<file path="src/adcp_pkg.sv">
// package: register map, field layout, reset values and timing of the output control block
package adcp_pkg;
  // register addresses on the serial port
  localparam logic [9:0] A_PWR   = 10'h000;
  localparam logic [9:0] A_RAND  = 10'h007;
  localparam logic [9:0] A_PHDLL = 10'h052;
  localparam logic [9:0] A_PHDEC = 10'h053;
  localparam logic [9:0] A_OMODE = 10'h062;
  localparam logic [9:0] A_PHEN  = 10'h064;
  localparam logic [9:0] A_LANE  = 10'h069;
  localparam logic [9:0] A_PLL   = 10'h06d;
  localparam logic [9:0] A_UP0   = 10'h074;
  localparam logic [9:0] A_UP3   = 10'h077;
  localparam logic [9:0] A_CAL   = 10'h0c0;
  // field positions
  localparam int unsigned B_SOFT = 0;
  localparam int unsigned B_RAND = 0;
  localparam int unsigned B_PHEN = 0;
  localparam int unsigned B_TP   = 2;
  // values after reset
  localparam logic [7:0] RV_PWR   = 8'h01;
  localparam logic [7:0] RV_OMODE = 8'h01;
  localparam logic [7:0] RV_LANE  = 8'hff;
  localparam logic [7:0] RV_ZERO  = 8'h00;
  // output word timing: eight clocks per word, two halves
  localparam logic [2:0] PH_LAST = 3'h7;
  localparam logic [2:0] PH_MID  = 3'h3;
  // pattern constants
  localparam logic [15:0] PN_SEED = 16'hffff;
  localparam logic [13:0] CHK_A   = 14'h2aaa;
  localparam logic [13:0] CHK_B   = 14'h1555;
  // calibration lengths in sample clocks
  localparam logic [31:0] CAL_PWRUP_CYC = 32'h0c00_0000;
  localparam logic [31:0] CAL_BG_CYC    = 32'h4000_0000;
  // serial framing
  localparam logic [3:0] HDR_LAST  = 4'hf;
  localparam logic [2:0] BYTE_LAST = 3'h7;
  // output modes, test patterns, calibration states
  typedef enum logic [1:0] {OM_OFF = 2'b00, OM_CMOS = 2'b01, OM_LVDS = 2'b10,
                            OM_LVDS_B = 2'b11} adcp_om_e;
  typedef enum logic [2:0] {TP_NONE = 3'b000, TP_ZERO = 3'b001, TP_ONES = 3'b010,
                            TP_CHECK = 3'b011, TP_USRA = 3'b100, TP_USRAB = 3'b101,
                            TP_RAMP = 3'b110, TP_PN = 3'b111} adcp_tp_e;
  typedef enum logic [1:0] {CS_HOLD = 2'b00, CS_PWRUP = 2'b01, CS_RUN = 2'b10} adcp_cal_e;
endpackage

</file>
<file path="src/adcp_spi_slave.sv">
// three-wire serial register port: header, byte writes and byte reads
`timescale 1ns/1ps
module adcp_spi_slave
  import adcp_pkg::*;
(
  // clock and reset
  input  wire logic       clk,
  input  wire logic       srst,
  // serial pins and strap pins
  input  wire logic       cs_n,
  input  wire logic       sclk,
  input  wire logic       sdio_in,
  input  wire logic [1:0] dev_addr,
  output logic            sdio_out,
  output logic            sdio_oe,
  // register side
  output logic            wr_stb,
  output logic [9:0]      wr_addr,
  output logic [7:0]      wr_data,
  output logic [9:0]      rd_addr,
  input  wire logic [7:0] rd_data
);
  logic [4:0]  s1, s2;     // pin synchroniser stages
  logic        sclk_d;     // last synced serial clock
  logic [3:0]  bitc;       // bit count in header or byte
  logic        hdr_done;   // header taken
  logic        is_rd;      // frame reads
  logic        live;       // frame addressed to us with bytes left
  logic [1:0]  left;       // bytes left minus one
  logic        cont;       // endless byte stream
  logic [9:0]  addr;       // current register
  logic [14:0] shin;       // incoming bits
  logic [7:0]  shout;      // outgoing byte
  logic        ld;         // reload outgoing byte

  // synced views and edges
  wire        cs_act = !s2[4];
  wire        sck    = s2[3];
  wire        sdi    = s2[2];
  wire        rise   = cs_act & sck & !sclk_d;
  wire        fall   = cs_act & !sck & sclk_d;
  wire [15:0] nh     = {shin, sdi};
  wire        bdone  = rise & hdr_done & (bitc[2:0] == BYTE_LAST);
  assign rd_addr = addr;

  // two-stage pin synchroniser
  always_ff @(posedge clk) begin
    s1     <= {cs_n, sclk, sdio_in, dev_addr};
    s2     <= s1;
    sclk_d <= s2[3];
  end

  // frame decoding on serial clock rises
  always_ff @(posedge clk) begin
    wr_stb <= 1'b0;
    ld     <= 1'b0;
    if (srst || !cs_act) begin
      bitc <= 4'h0;
      hdr_done <= 1'b0;
      live <= 1'b0;
    end else if (rise) begin
      shin <= nh[14:0];
      bitc <= bitc + 4'h1;
      if (!hdr_done && bitc == HDR_LAST) begin
        // header: direction, length, device address, start register
        hdr_done <= 1'b1;
        is_rd <= nh[15];
        left <= nh[14:13];
        cont <= &nh[14:13];
        live <= (nh[12:10] == {1'b0, s2[1:0]});
        addr <= nh[9:0];
        bitc <= 4'h0;
        ld <= nh[15];
      end else if (bdone) begin
        // byte complete: write, step address, count down
        wr_stb <= live & !is_rd;
        wr_addr <= addr;
        wr_data <= nh[7:0];
        addr <= addr + 10'h1;
        ld <= is_rd;
        if (left == 2'b00 && !cont) begin
          live <= 1'b0;
        end else if (!cont) begin
          left <= left - 2'b01;
        end
      end
    end
  end

  // read data leaves on serial clock falls
  always_ff @(posedge clk) begin
    if (srst || !cs_act || !live || !is_rd) begin
      sdio_oe <= 1'b0;
      sdio_out <= 1'b0;
    end else if (fall && hdr_done) begin
      sdio_oe <= 1'b1;
      sdio_out <= shout[7];
    end
    if (ld) begin
      shout <= rd_data;
    end else if (fall && hdr_done) begin
      shout <= {shout[6:0], 1'b0};
    end
  end
endmodule

</file>
<file path="src/adcp_output_ctrl.sv">
// converter output side: clock phase, randomizer, test patterns, calibration and resets
//
// Behaviour
// - cmos data changes on output clock rise
// - ddr lvds data changes on both edges
// - dll/decimation phase delay needs enable bit
// - dll field selects phase without decimation
// - decimation field selects phase when decimating
// - pll delay field needs no enable
// - randomizer xors upper bits with lsb
// - lsb, clock, overrange, marker stay unchanged
// - output mode zero disables data, marker and clock outputs
// - test mode drives pattern only
// - user pattern from four registers
// - pattern seven runs sixteen-bit lfsr
// - lfsr bits map to data, overrange, marker in cmos; lvds puts the marker bit on overrange and holds marker low
// - cmos all pins, lvds enabled pairs only
// - power-up calibration lasts 3 x 2^26 clocks
// - background calibration pass every 2^30 clocks
// - calibration status on pin and register
// - reset stops output and output clocks
// - hardware reset restores defaults then recalibrates
// - soft reset zero, back to one recalibrates
`timescale 1ns/1ps
module adcp_output_ctrl
  import adcp_pkg::*;
#(
  parameter logic [31:0] CAL_PWRUP_CYCLES = CAL_PWRUP_CYC,
  parameter logic [31:0] CAL_BG_CYCLES    = CAL_BG_CYC
) (
  // clock and reset
  input  wire logic        clk,
  input  wire logic        srst,
  // hardware reset pin
  input  wire logic        hw_reset_n,
  // serial register port
  input  wire logic        spi_cs_n,
  input  wire logic        spi_sclk,
  input  wire logic        spi_sdio_in,
  output logic             spi_sdio_out,
  output logic             spi_sdio_oe,
  input  wire logic [1:0]  dev_addr,
  // timing source from the clock section
  input  wire logic        timing_src_pll,
  input  wire logic        decimation_on,
  // converted samples
  input  wire logic [13:0] sample_data,
  input  wire logic        sample_ovr,
  // output pins
  output logic [13:0]      parallel_data_outputs,
  output logic [13:0]      data_oe,
  output logic             overrange_flag,
  output logic             word_marker_clock,
  output logic             marker_oe,
  output logic             sample_output_clock,
  output logic             clock_oe,
  // calibration status and clock run flag
  output logic             cal_status_pin,
  output logic             bg_cal_pass,
  output logic             clocks_run
);
  // randomizer: upper bits xor lsb
  function automatic logic [13:0] rz(input logic [13:0] w);
    rz = {w[13:1] ^ {13{w[0]}}, w[0]};
  endfunction

  logic       hr1, hr2, hr_d;          // reset pin synchroniser
  logic [7:0] r_pwr, r_rand, r_phdll, r_phdec, r_om, r_phen, r_lane, r_pll;
  logic [7:0] upat [4];                // user pattern bytes
  logic       wr_stb;
  logic [9:0] wr_addr, rd_addr;
  logic [7:0] wr_data, rd_data;
  adcp_cal_e  cst;                     // calibration state
  logic [31:0] ccnt;                   // calibration counter
  logic [2:0] ph;                      // phase within word
  logic [15:0] pn;                     // test shift register
  logic       alt;                     // alternating pattern select
  logic [13:0] ramp;                   // ramp pattern
  logic [13:0] word;                   // current word
  logic       w_ovr;                   // current overrange
  logic [1:0] s_om;                    // word-boundary copies
  logic [2:0] s_dly;
  logic [7:0] s_lane;

  // serial register port
  adcp_spi_slave u_spi (
    .clk      (clk),
    .srst     (srst),
    .cs_n     (spi_cs_n),
    .sclk     (spi_sclk),
    .sdio_in  (spi_sdio_in),
    .dev_addr (dev_addr),
    .sdio_out (spi_sdio_out),
    .sdio_oe  (spi_sdio_oe),
    .wr_stb   (wr_stb),
    .wr_addr  (wr_addr),
    .wr_data  (wr_data),
    .rd_addr  (rd_addr),
    .rd_data  (rd_data)
  );

  // reset sources
  wire hw_act  = !hr2;
  wire reg_rst = srst | hw_act;
  wire any_rst = reg_rst | !r_pwr[B_SOFT];
  wire run     = !any_rst;

  // phase delay selection per timing source
  wire [2:0] dly = timing_src_pll ? r_pll[2:0] :
                   !r_phen[B_PHEN] ? 3'h0 :
                   decimation_on ? r_phdec[2:0] :
                   r_phdll[2:0];

  // output mode decode
  wire [2:0] tp   = r_om[B_TP +: 3];
  wire       lvds = r_om[1];
  wire       soff = (s_om == OM_OFF);
  wire       slv  = s_om[1];
  wire       tick = run & (ph == PH_LAST);
  wire       mid  = run & (ph == PH_MID);
  wire [2:0] ph_n = ph + 3'h1;
  wire [2:0] dph  = ph_n - (slv ? s_dly : 3'h0);
  wire       pfb  = pn[15] ^ pn[14] ^ pn[12] ^ pn[3];
  wire [13:0] ua  = {upat[1][5:0], upat[0]};
  wire [13:0] ub  = {upat[3][5:0], upat[2]};

  // next word: pattern or sample, never both
  wire [13:0] nw = (tp == TP_ZERO)  ? 14'h0000 :
                   (tp == TP_ONES)  ? 14'h3fff :
                   (tp == TP_CHECK) ? (alt ? CHK_B : CHK_A) :
                   (tp == TP_USRA)  ? ua :
                   (tp == TP_USRAB) ? (alt ? ub : ua) :
                   (tp == TP_RAMP)  ? ramp :
                   (tp == TP_PN)    ? pn[15:2] :
                   r_rand[B_RAND] ? rz(sample_data) :
                   sample_data;
  wire nov = (tp == TP_PN) ? pn[15] : (tp == TP_NONE) & sample_ovr;
  wire nwk = (tp == TP_PN) & pn[14];

  // register read selection
  assign rd_data = (rd_addr == A_PWR)   ? r_pwr :
                   (rd_addr == A_RAND)  ? r_rand :
                   (rd_addr == A_PHDLL) ? r_phdll :
                   (rd_addr == A_PHDEC) ? r_phdec :
                   (rd_addr == A_OMODE) ? r_om :
                   (rd_addr == A_PHEN)  ? r_phen :
                   (rd_addr == A_LANE)  ? r_lane :
                   (rd_addr == A_PLL)   ? r_pll :
                   (rd_addr >= A_UP0 && rd_addr <= A_UP3) ? upat[rd_addr[1:0]] :
                   (rd_addr == A_CAL)   ? {7'h00, cal_status_pin} :
                   RV_ZERO;

  // reset pin synchroniser and edge history
  always_ff @(posedge clk) begin
    hr1  <= hw_reset_n;
    hr2  <= hr1;
    hr_d <= hr2;
  end

  // user registers: defaults while a hard reset is held
  always_ff @(posedge clk) begin
    if (reg_rst) begin
      r_pwr <= RV_PWR;
      r_rand <= RV_ZERO;
      r_phdll <= RV_ZERO;
      r_phdec <= RV_ZERO;
      r_om <= RV_OMODE;
      r_phen <= RV_ZERO;
      r_lane <= RV_LANE;
      r_pll <= RV_ZERO;
      upat <= '{default: RV_ZERO};
    end else if (wr_stb) begin
      unique case (wr_addr)
        A_PWR:   r_pwr <= wr_data;
        A_RAND:  r_rand <= wr_data;
        A_PHDLL: r_phdll <= wr_data;
        A_PHDEC: r_phdec <= wr_data;
        A_OMODE: r_om <= wr_data;
        A_PHEN:  r_phen <= wr_data;
        A_LANE:  r_lane <= wr_data;
        A_PLL:   r_pll <= wr_data;
        default: begin
          if (wr_addr >= A_UP0 && wr_addr <= A_UP3) begin
            upat[wr_addr[1:0]] <= wr_data;
          end
        end
      endcase
    end
  end

  // calibration sequencing
  always_ff @(posedge clk) begin
    bg_cal_pass <= 1'b0;
    if (any_rst) begin
      cst <= CS_HOLD;
      ccnt <= 32'h0;
    end else begin
      ccnt <= ccnt + 32'h1;
      unique case (cst)
        CS_HOLD: begin
          cst <= CS_PWRUP;
          ccnt <= 32'h0;
        end
        CS_PWRUP: begin
          if (ccnt == CAL_PWRUP_CYCLES - 32'h1) begin
            cst <= CS_RUN;
            ccnt <= 32'h0;
          end
        end
        CS_RUN: begin
          if (ccnt == CAL_BG_CYCLES - 32'h1) begin
            bg_cal_pass <= 1'b1;
            ccnt <= 32'h0;
          end
        end
        default: cst <= CS_HOLD;
      endcase
    end
  end

  // status pin: low from any reset until calibration ends
  always_ff @(posedge clk) begin
    cal_status_pin <= run & (cst == CS_RUN);
    clocks_run <= run;
  end

  // word phase, pattern generators, word-boundary copies
  always_ff @(posedge clk) begin
    if (any_rst) begin
      ph <= 3'h0;
      pn <= PN_SEED;
      alt <= 1'b0;
      ramp <= 14'h0000;
      s_om <= OM_OFF;
      s_dly <= 3'h0;
      s_lane <= RV_ZERO;
      word <= 14'h0000;
      w_ovr <= 1'b0;
    end else begin
      ph <= ph_n;
      if (tick) begin
        pn <= {pn[14:0], pfb};
        alt <= !alt;
        ramp <= ramp + 14'h0001;
        s_om <= r_om[1:0];
        s_dly <= dly;
        s_lane <= r_lane;
        word <= nw;
        w_ovr <= nov;
      end
    end
  end

  // pin drivers: cmos once a word, lvds twice a word
  always_ff @(posedge clk) begin
    if (any_rst) begin
      parallel_data_outputs <= 14'h0000;
      overrange_flag <= 1'b0;
      word_marker_clock <= 1'b0;
    end else if (tick) begin
      parallel_data_outputs <= lvds ? {7'h00, nw[13:7]} : nw;
      overrange_flag <= lvds ? nwk : nov;
      word_marker_clock <= !lvds & nwk;
    end else if (mid && slv) begin
      parallel_data_outputs <= {7'h00, word[6:0]};
      overrange_flag <= w_ovr;
    end
  end

  // output clock and enables
  always_ff @(posedge clk) begin
    if (any_rst) begin
      sample_output_clock <= 1'b0;
      clock_oe <= 1'b0;
      data_oe <= 14'h0000;
      marker_oe <= 1'b0;
    end else begin
      sample_output_clock <= !soff & !dph[2];
      clock_oe <= !soff;
      data_oe <= soff ? 14'h0000 :
                 slv ? {7'h00, s_lane[6:0]} : 14'h3fff;
      marker_oe <= !soff & (!slv | s_lane[7]);
    end
  end
endmodule

</file>
<file path="config.mk">
export PLATFORM = sky130hd
export DESIGN_NAME = adcp_output_ctrl
export DESIGN_NICKNAME = d
export VERILOG_FILES = /design/src/adcp_pkg.sv /design/src/adcp_spi_slave.sv /design/src/adcp_output_ctrl.sv
export SDC_FILE = /design/constraint.sdc
export NUM_CORES = 1
export LEC_CHECK = 0
export BUFFER_PORTS_ARGS = -buffer_cell sky130_fd_sc_hd__buf_2
export CORE_ASPECT_RATIO = 1.5
export CORE_MARGIN = 2
export CORE_UTILIZATION = 40
export CTS_CLUSTER_SIZE = 40
export DETAILED_ROUTE_END_ITERATION = 16
export PLACE_DENSITY = 0.61
export SYNTH_ARGS = -nofsm -noshare
export SYNTH_HDL_FRONTEND = slang
export SYNTH_HIERARCHICAL = 1
export SYNTH_SLANG_ARGS = --single-unit
</file>
<file path="constraint.sdc">
create_clock -name clk -period 6.14 [get_ports clk]
set_clock_uncertainty 0.1 [all_clocks]
set_input_delay 0.614 -clock clk [delete_from_list [all_inputs] [get_ports clk]]
set_output_delay 0.614 -clock clk [all_outputs]
set_load 0.02 [all_outputs]
</file>
Word-level counts from Yosys, hierarchy flattened
Cells that the tools add are included.
Operators by class
  add/sub/neg operators: 7
  equal/unequal tests: 34
  magnitude comparators: 7
  mux-type cells: 58
  bitwise operators: 30
  reductions and logical operators: 58
Operator list (count)
  $mux W14: 14
  $eq A10 B7 Y1 const B: 12
  $mux W8: 14
  $pmux W32 S3: 1
  $mux W32: 2
  $add A32 B1 Y32 const B: 1
  $bwmux W32: 1
  $eq A32 B28 Y1 const B: 1
  $eq A32 B30 Y1 const B: 1
  $reduce_and A2 Y1: 12
  $eq A10 B3 Y1 const B: 2
  $ge A10 B7 Y1 const B: 2
  $le A10 B7 Y1 const B: 2
  $logic_not A10 Y1: 2
  $mux W10: 2
  $eq A3 B3 Y1 const B: 6
  $bmux W8 S2: 1
  $demux W8 S2: 1
  $and A1 B1 Y1: 15
  $logic_not A1 Y1: 15
  $add A14 B1 Y14 const B: 1
  $xor A13 B13 Y13: 1
  $mux W3: 4
  $reduce_and A3 Y1: 4
  34 further kinds: 77
Storage, ports and cells
  logic and storage cells: 247
  bits in registers: 299

Depth between registers and ports, before layout
  depth in word-level cells: 14
  mapped depth: 9

By module
Netlist, hierarchy kept.
By module, submodules not included
  adcp_output_ctrl: cells each 1207, instances 1, area each 10611.4 um^2
  adcp_spi_slave: cells each 187, instances 1, area each 2760.1 um^2

Least setup slack after synthesis
OpenSTA, ideal clock, no wires.
  path kind: in2reg
  start: input port srst
  end: register u_spi.addr[0], in the netlist u_spi/rd_addr[0], enable pin
  path slack: 2510 ps
  buffers on the path: 1
  cell stages on the path: 4
  data arrival time: 3137 ps
  library setup time: 392 ps
  cells stage by stage: or2_1 -> clkbuf_2 -> nor3b_1 -> a21boi_0
Between the ends
  word-level cells in the longest chain between the ends: 3
RTL lines
  from (decl): line adcp_output_ctrl.sv:33  | input wire logic srst,
  $logic_or A1 B1 Y1: line adcp_spi_slave.sv:57  | if (srst || !cs_act) begin
  $not A1 Y1 (no line)
  $reduce_and A3 Y1 (no line)
  to (signal assigned): line adcp_spi_slave.sv:71  | addr <= nh[9:0];
  to (signal assigned): line adcp_spi_slave.sv:79  | addr <= addr + 10'h1;
  to (decl): line adcp_spi_slave.sv:31  | logic [9:0] addr;
No other way between the ends.
A chain may end at the register's enable or synchronous reset.

Final worst setup path
  start: register hr2
  end: register data_oe[1]
Between the ends
  word-level cells in the longest chain between the ends: 4
RTL lines
  from (decl): line adcp_output_ctrl.sv:67  | logic hr1, hr2, hr_d;
  from (signal assigned): line adcp_output_ctrl.sv:156  | hr2 <= hr1;
  $logic_not A1 Y1: line adcp_output_ctrl.sv:103  | wire hw_act = !hr2;
  $or A1 B1 Y1: line adcp_output_ctrl.sv:104  | wire reg_rst = srst | hw_act;
  $or A1 B1 Y1: line adcp_output_ctrl.sv:105  | wire any_rst = reg_rst | !r_pwr[B_SOFT];
  $reduce_or A2 Y1 (no line)
  to (signal assigned): line adcp_output_ctrl.sv:280  | data_oe <= soff ? 14'h0000 :
  to (decl): line adcp_output_ctrl.sv:51  | output logic [13:0] data_oe,
No other way between the ends.

==> impl_metrics.yaml <==
setup_path:
  path_buf_inv: 1
  cp-end-kind: "register"
  rr_worst_depth: 5
  critPathCapture: "data_oe[1]"
  path_delay_family: "simple AND/OR/NAND/NOR gates"
  reg2reg_to: "data_oe[1]"
  worst-path-stages: 5
  cp_data_required_time_ns: 6.54
  path_cells: "nor2b_1, nand2_2, inv_1, o21ai_0, a21oi_1"
  r2r_slack_ns: 2.34
  slowest_stage: "inv_1"
  reg2reg_from: "hr2"
  crit_type: "reg2reg"
  start_kind: "register"
  critPathMaxStageDelay_ns: 0.99
  arrival_ns: 4.20
  critPathMaxFanout: 51
  crit_start: "hr2"
die:
  start_util: 0.403
  num_io_pins: 63
  core_sq_um: 33100
  fp-row-count: 82
  dieWidth_um: 153
  die_h_um: 228
  die-area_sq_um: 34900
sta:
  post-route-min-period_ns: 3.80
  drv_slew: 0
  setup_tns_ns: 0
  hold_viol: 0
  max_freq_ghz: 0.263
  slew_headroom: 0.130
  tightest_slew_ns: 1.27
  finalCritPeriodShare: 0.619
  whs_ns: 0.0304
  setup_viol: 0
  rsz0062_at_grt: "no"
  finalWorstSetupSlack_ns: 2.34
layout:
  syn2layout_area_growth_pct: 11.5
  fill_cells: 3207
  instances_no_fill: 1858
  diodes: 0
  multi_input_area_sq_um: 6470
  drive_above_1_share: 0.120
  fin_area_sq_um: 14900
  post-route-util: 0.450
  nets: 1450
  seqCellArea_sq_um: 6420
logic_synthesis:
  syn_inst: 1394
  ys_seq_elements: 293
  synth_ff_type: "dfxtp_1"
  avgSynthCellArea_sq_um: 9.59
  yosys_warnings: 6
  synth_top_cell_area_share: 0.356
  synth_top_cell_by_area: "dfxtp_1"
  yosysMostFrequentCell: "dfxtp_1"
  synth_nets: 1429
  synth_commonest_cells: "dfxtp_1 (238), nor2_1 (193), mux2i_1 (144)"
  async_flop_share: 0
  synth.distinct_cells: 78
  syn_area_sq_um: 13400
  yosys-top-cells-area: "dfxtp_1 (36%), edfxtp_1 (12%), mux2i_1 (11%)"
  synth_seq_area_share: 0.480
  synth_enable_flop_cells: 55
run_status:
  status: "finished clean"
clock_network:
  clkTransAtPathRegs_ns: 0.06
  insertion_delay_ns: 0.58
  cts.root.buffer_cell: "clkbuf_16"
  ctsResizeCount: 0
  cts_tree: "built"
  cts_setup_buffers: 0
  h-tree-depth: 1
  clk_path_buf_depth: 3
  cts-buffers-inserted: 29
  cts_hold_buf: 0
  cts.sinks: 293
global_route:
  grt_pass1_vias: 10000
  grt_use_total: 0.200
  grt_antenna_before_repair: 0
  grt_pass1_wl_mm: 56.2
  grt_max_degree: 59
  grt-ovfl-total: 0
placement:
  place.gp.congestion: 0.958
  hpwl_mm: 25.7
  dpl_cell_area_sq_um: 14000
  io_buffers: 62
  pre_cts_ws_ns: 1.89
  dp.cells: 1804
routing:
  first_iter_violations: 594
  drt-total-wl_mm: 35.9
  drc: 0
  vias: 10200
  drtPass1Iterations: 7
  postRouteAntennaNets: 0
  via_per_inst: 5.51
  wl_per_cell_um: 19.3
power:
  power.leakage_nw: 5.50
  power.total_mw: 3.80
  powerDensity_nw_per_um2: 255
  peakVddDrop_mv: 0.194
hold_path:
  min_path_type: "in2reg"
job:
  drv_cap: 0
==> cell type report <==
class,count,area share
inverter,31,0.00780
clock inverter,17,0.0109
clock buffer,37,0.0521
multi-input combinational,980,0.434
timing repair buffer,80,0.0299
tap,420,0.0352
sequential,293,0.430
==> flip-flops by register name (all words and copies together), names as in the netlist, 10 cells and up <==
signal and flops:
ccnt 32, parallel_data_outputs 14, pn 16, ramp 14
u_spi/rd_addr 10, u_spi/shin 15, u_spi/wr_addr 10, ua 14
ub 14
==> per-layer routing <==
metal | part of all wire | GRT usage | up-vias | routed length (um)
li1 | - | - | 4991 | -
met1 | 0.39 | 0.225 | 4909 | 13900
met2 | 0.51 | 0.357 | 235 | 18200
met3 | 0.038 | 0.0247 | 110 | 1370
met4 | 0.067 | 0.127 | 0 | 2400
met5 | 0 | 0 | - | 0
==> cell families after synthesis <==
logic type,Yosys count,synth area share
flip-flops,293,0.480
adder cells (fa/ha/maj),10,0.00936
buffers and inverters,121,0.0378
multiplexers,168,0.135
AO/OA/AOI/OAI,224,0.105
XOR/XNOR,64,0.0419
AND/OR/NAND/NOR,514,0.191
==> cells in the final DEF, fill, tap and decap left out, types with 12 or more instances in the layout <==
master | Yosys | final
dfxtp_1 | 238 | 238
nor2_1 | 193 | 193
mux2i_1 | 144 | 144
nand2_1 | 90 | 89
a21oi_1 | 68 | 68
buf_2 | 2 | 62
edfxtp_1 | 55 | 55
o21ai_0 | 46 | 46
nand3_1 | 41 | 41
xor2_1 | 39 | 39
nor3_1 | 36 | 36
inv_1 | 31 | 31
clkbuf_16 | 0 | 29
xnor2_1 | 25 | 25
nand4_1 | 22 | 22
nor2b_1 | 19 | 19
buf_4 | 6 | 18
mux2_2 | 16 | 16
o22ai_1 | 15 | 15
and3_1 | 14 | 14
nand2b_1 | 14 | 13
or3_1 | 12 | 12
==> worst min path at each step <==
stage | from | to | slack (ns) | cells after the start
floorplan | hr1 | hr2 | 0.21 | 0
global placement | u_spi/s1[1] | u_spi/s2[1] | 0.21 | 0
detailed placement | u_spi/s1[1] | u_spi/s2[1] | 0.22 | 0
CTS | spi_sdio_in | u_spi/s1[2] | 0.01 | 1
global route | spi_sdio_in | u_spi/s1[2] | 0.02 | 1
finish | spi_sdio_in | u_spi/s1[2] | 0.03 | 1
==> power breakdown <==
part,switching (mW),internal (mW),leakage (nW),total [mW]
Clock,0.786,0.988,0.457,1.77
Combinational,0.0429,0.0189,2.61,0.0619
Sequential,0.00497,1.96,2.42,1.96
Total,0.834,2.97,5.50,3.80
Note: power is estimated with default switching activity, not from simulation.
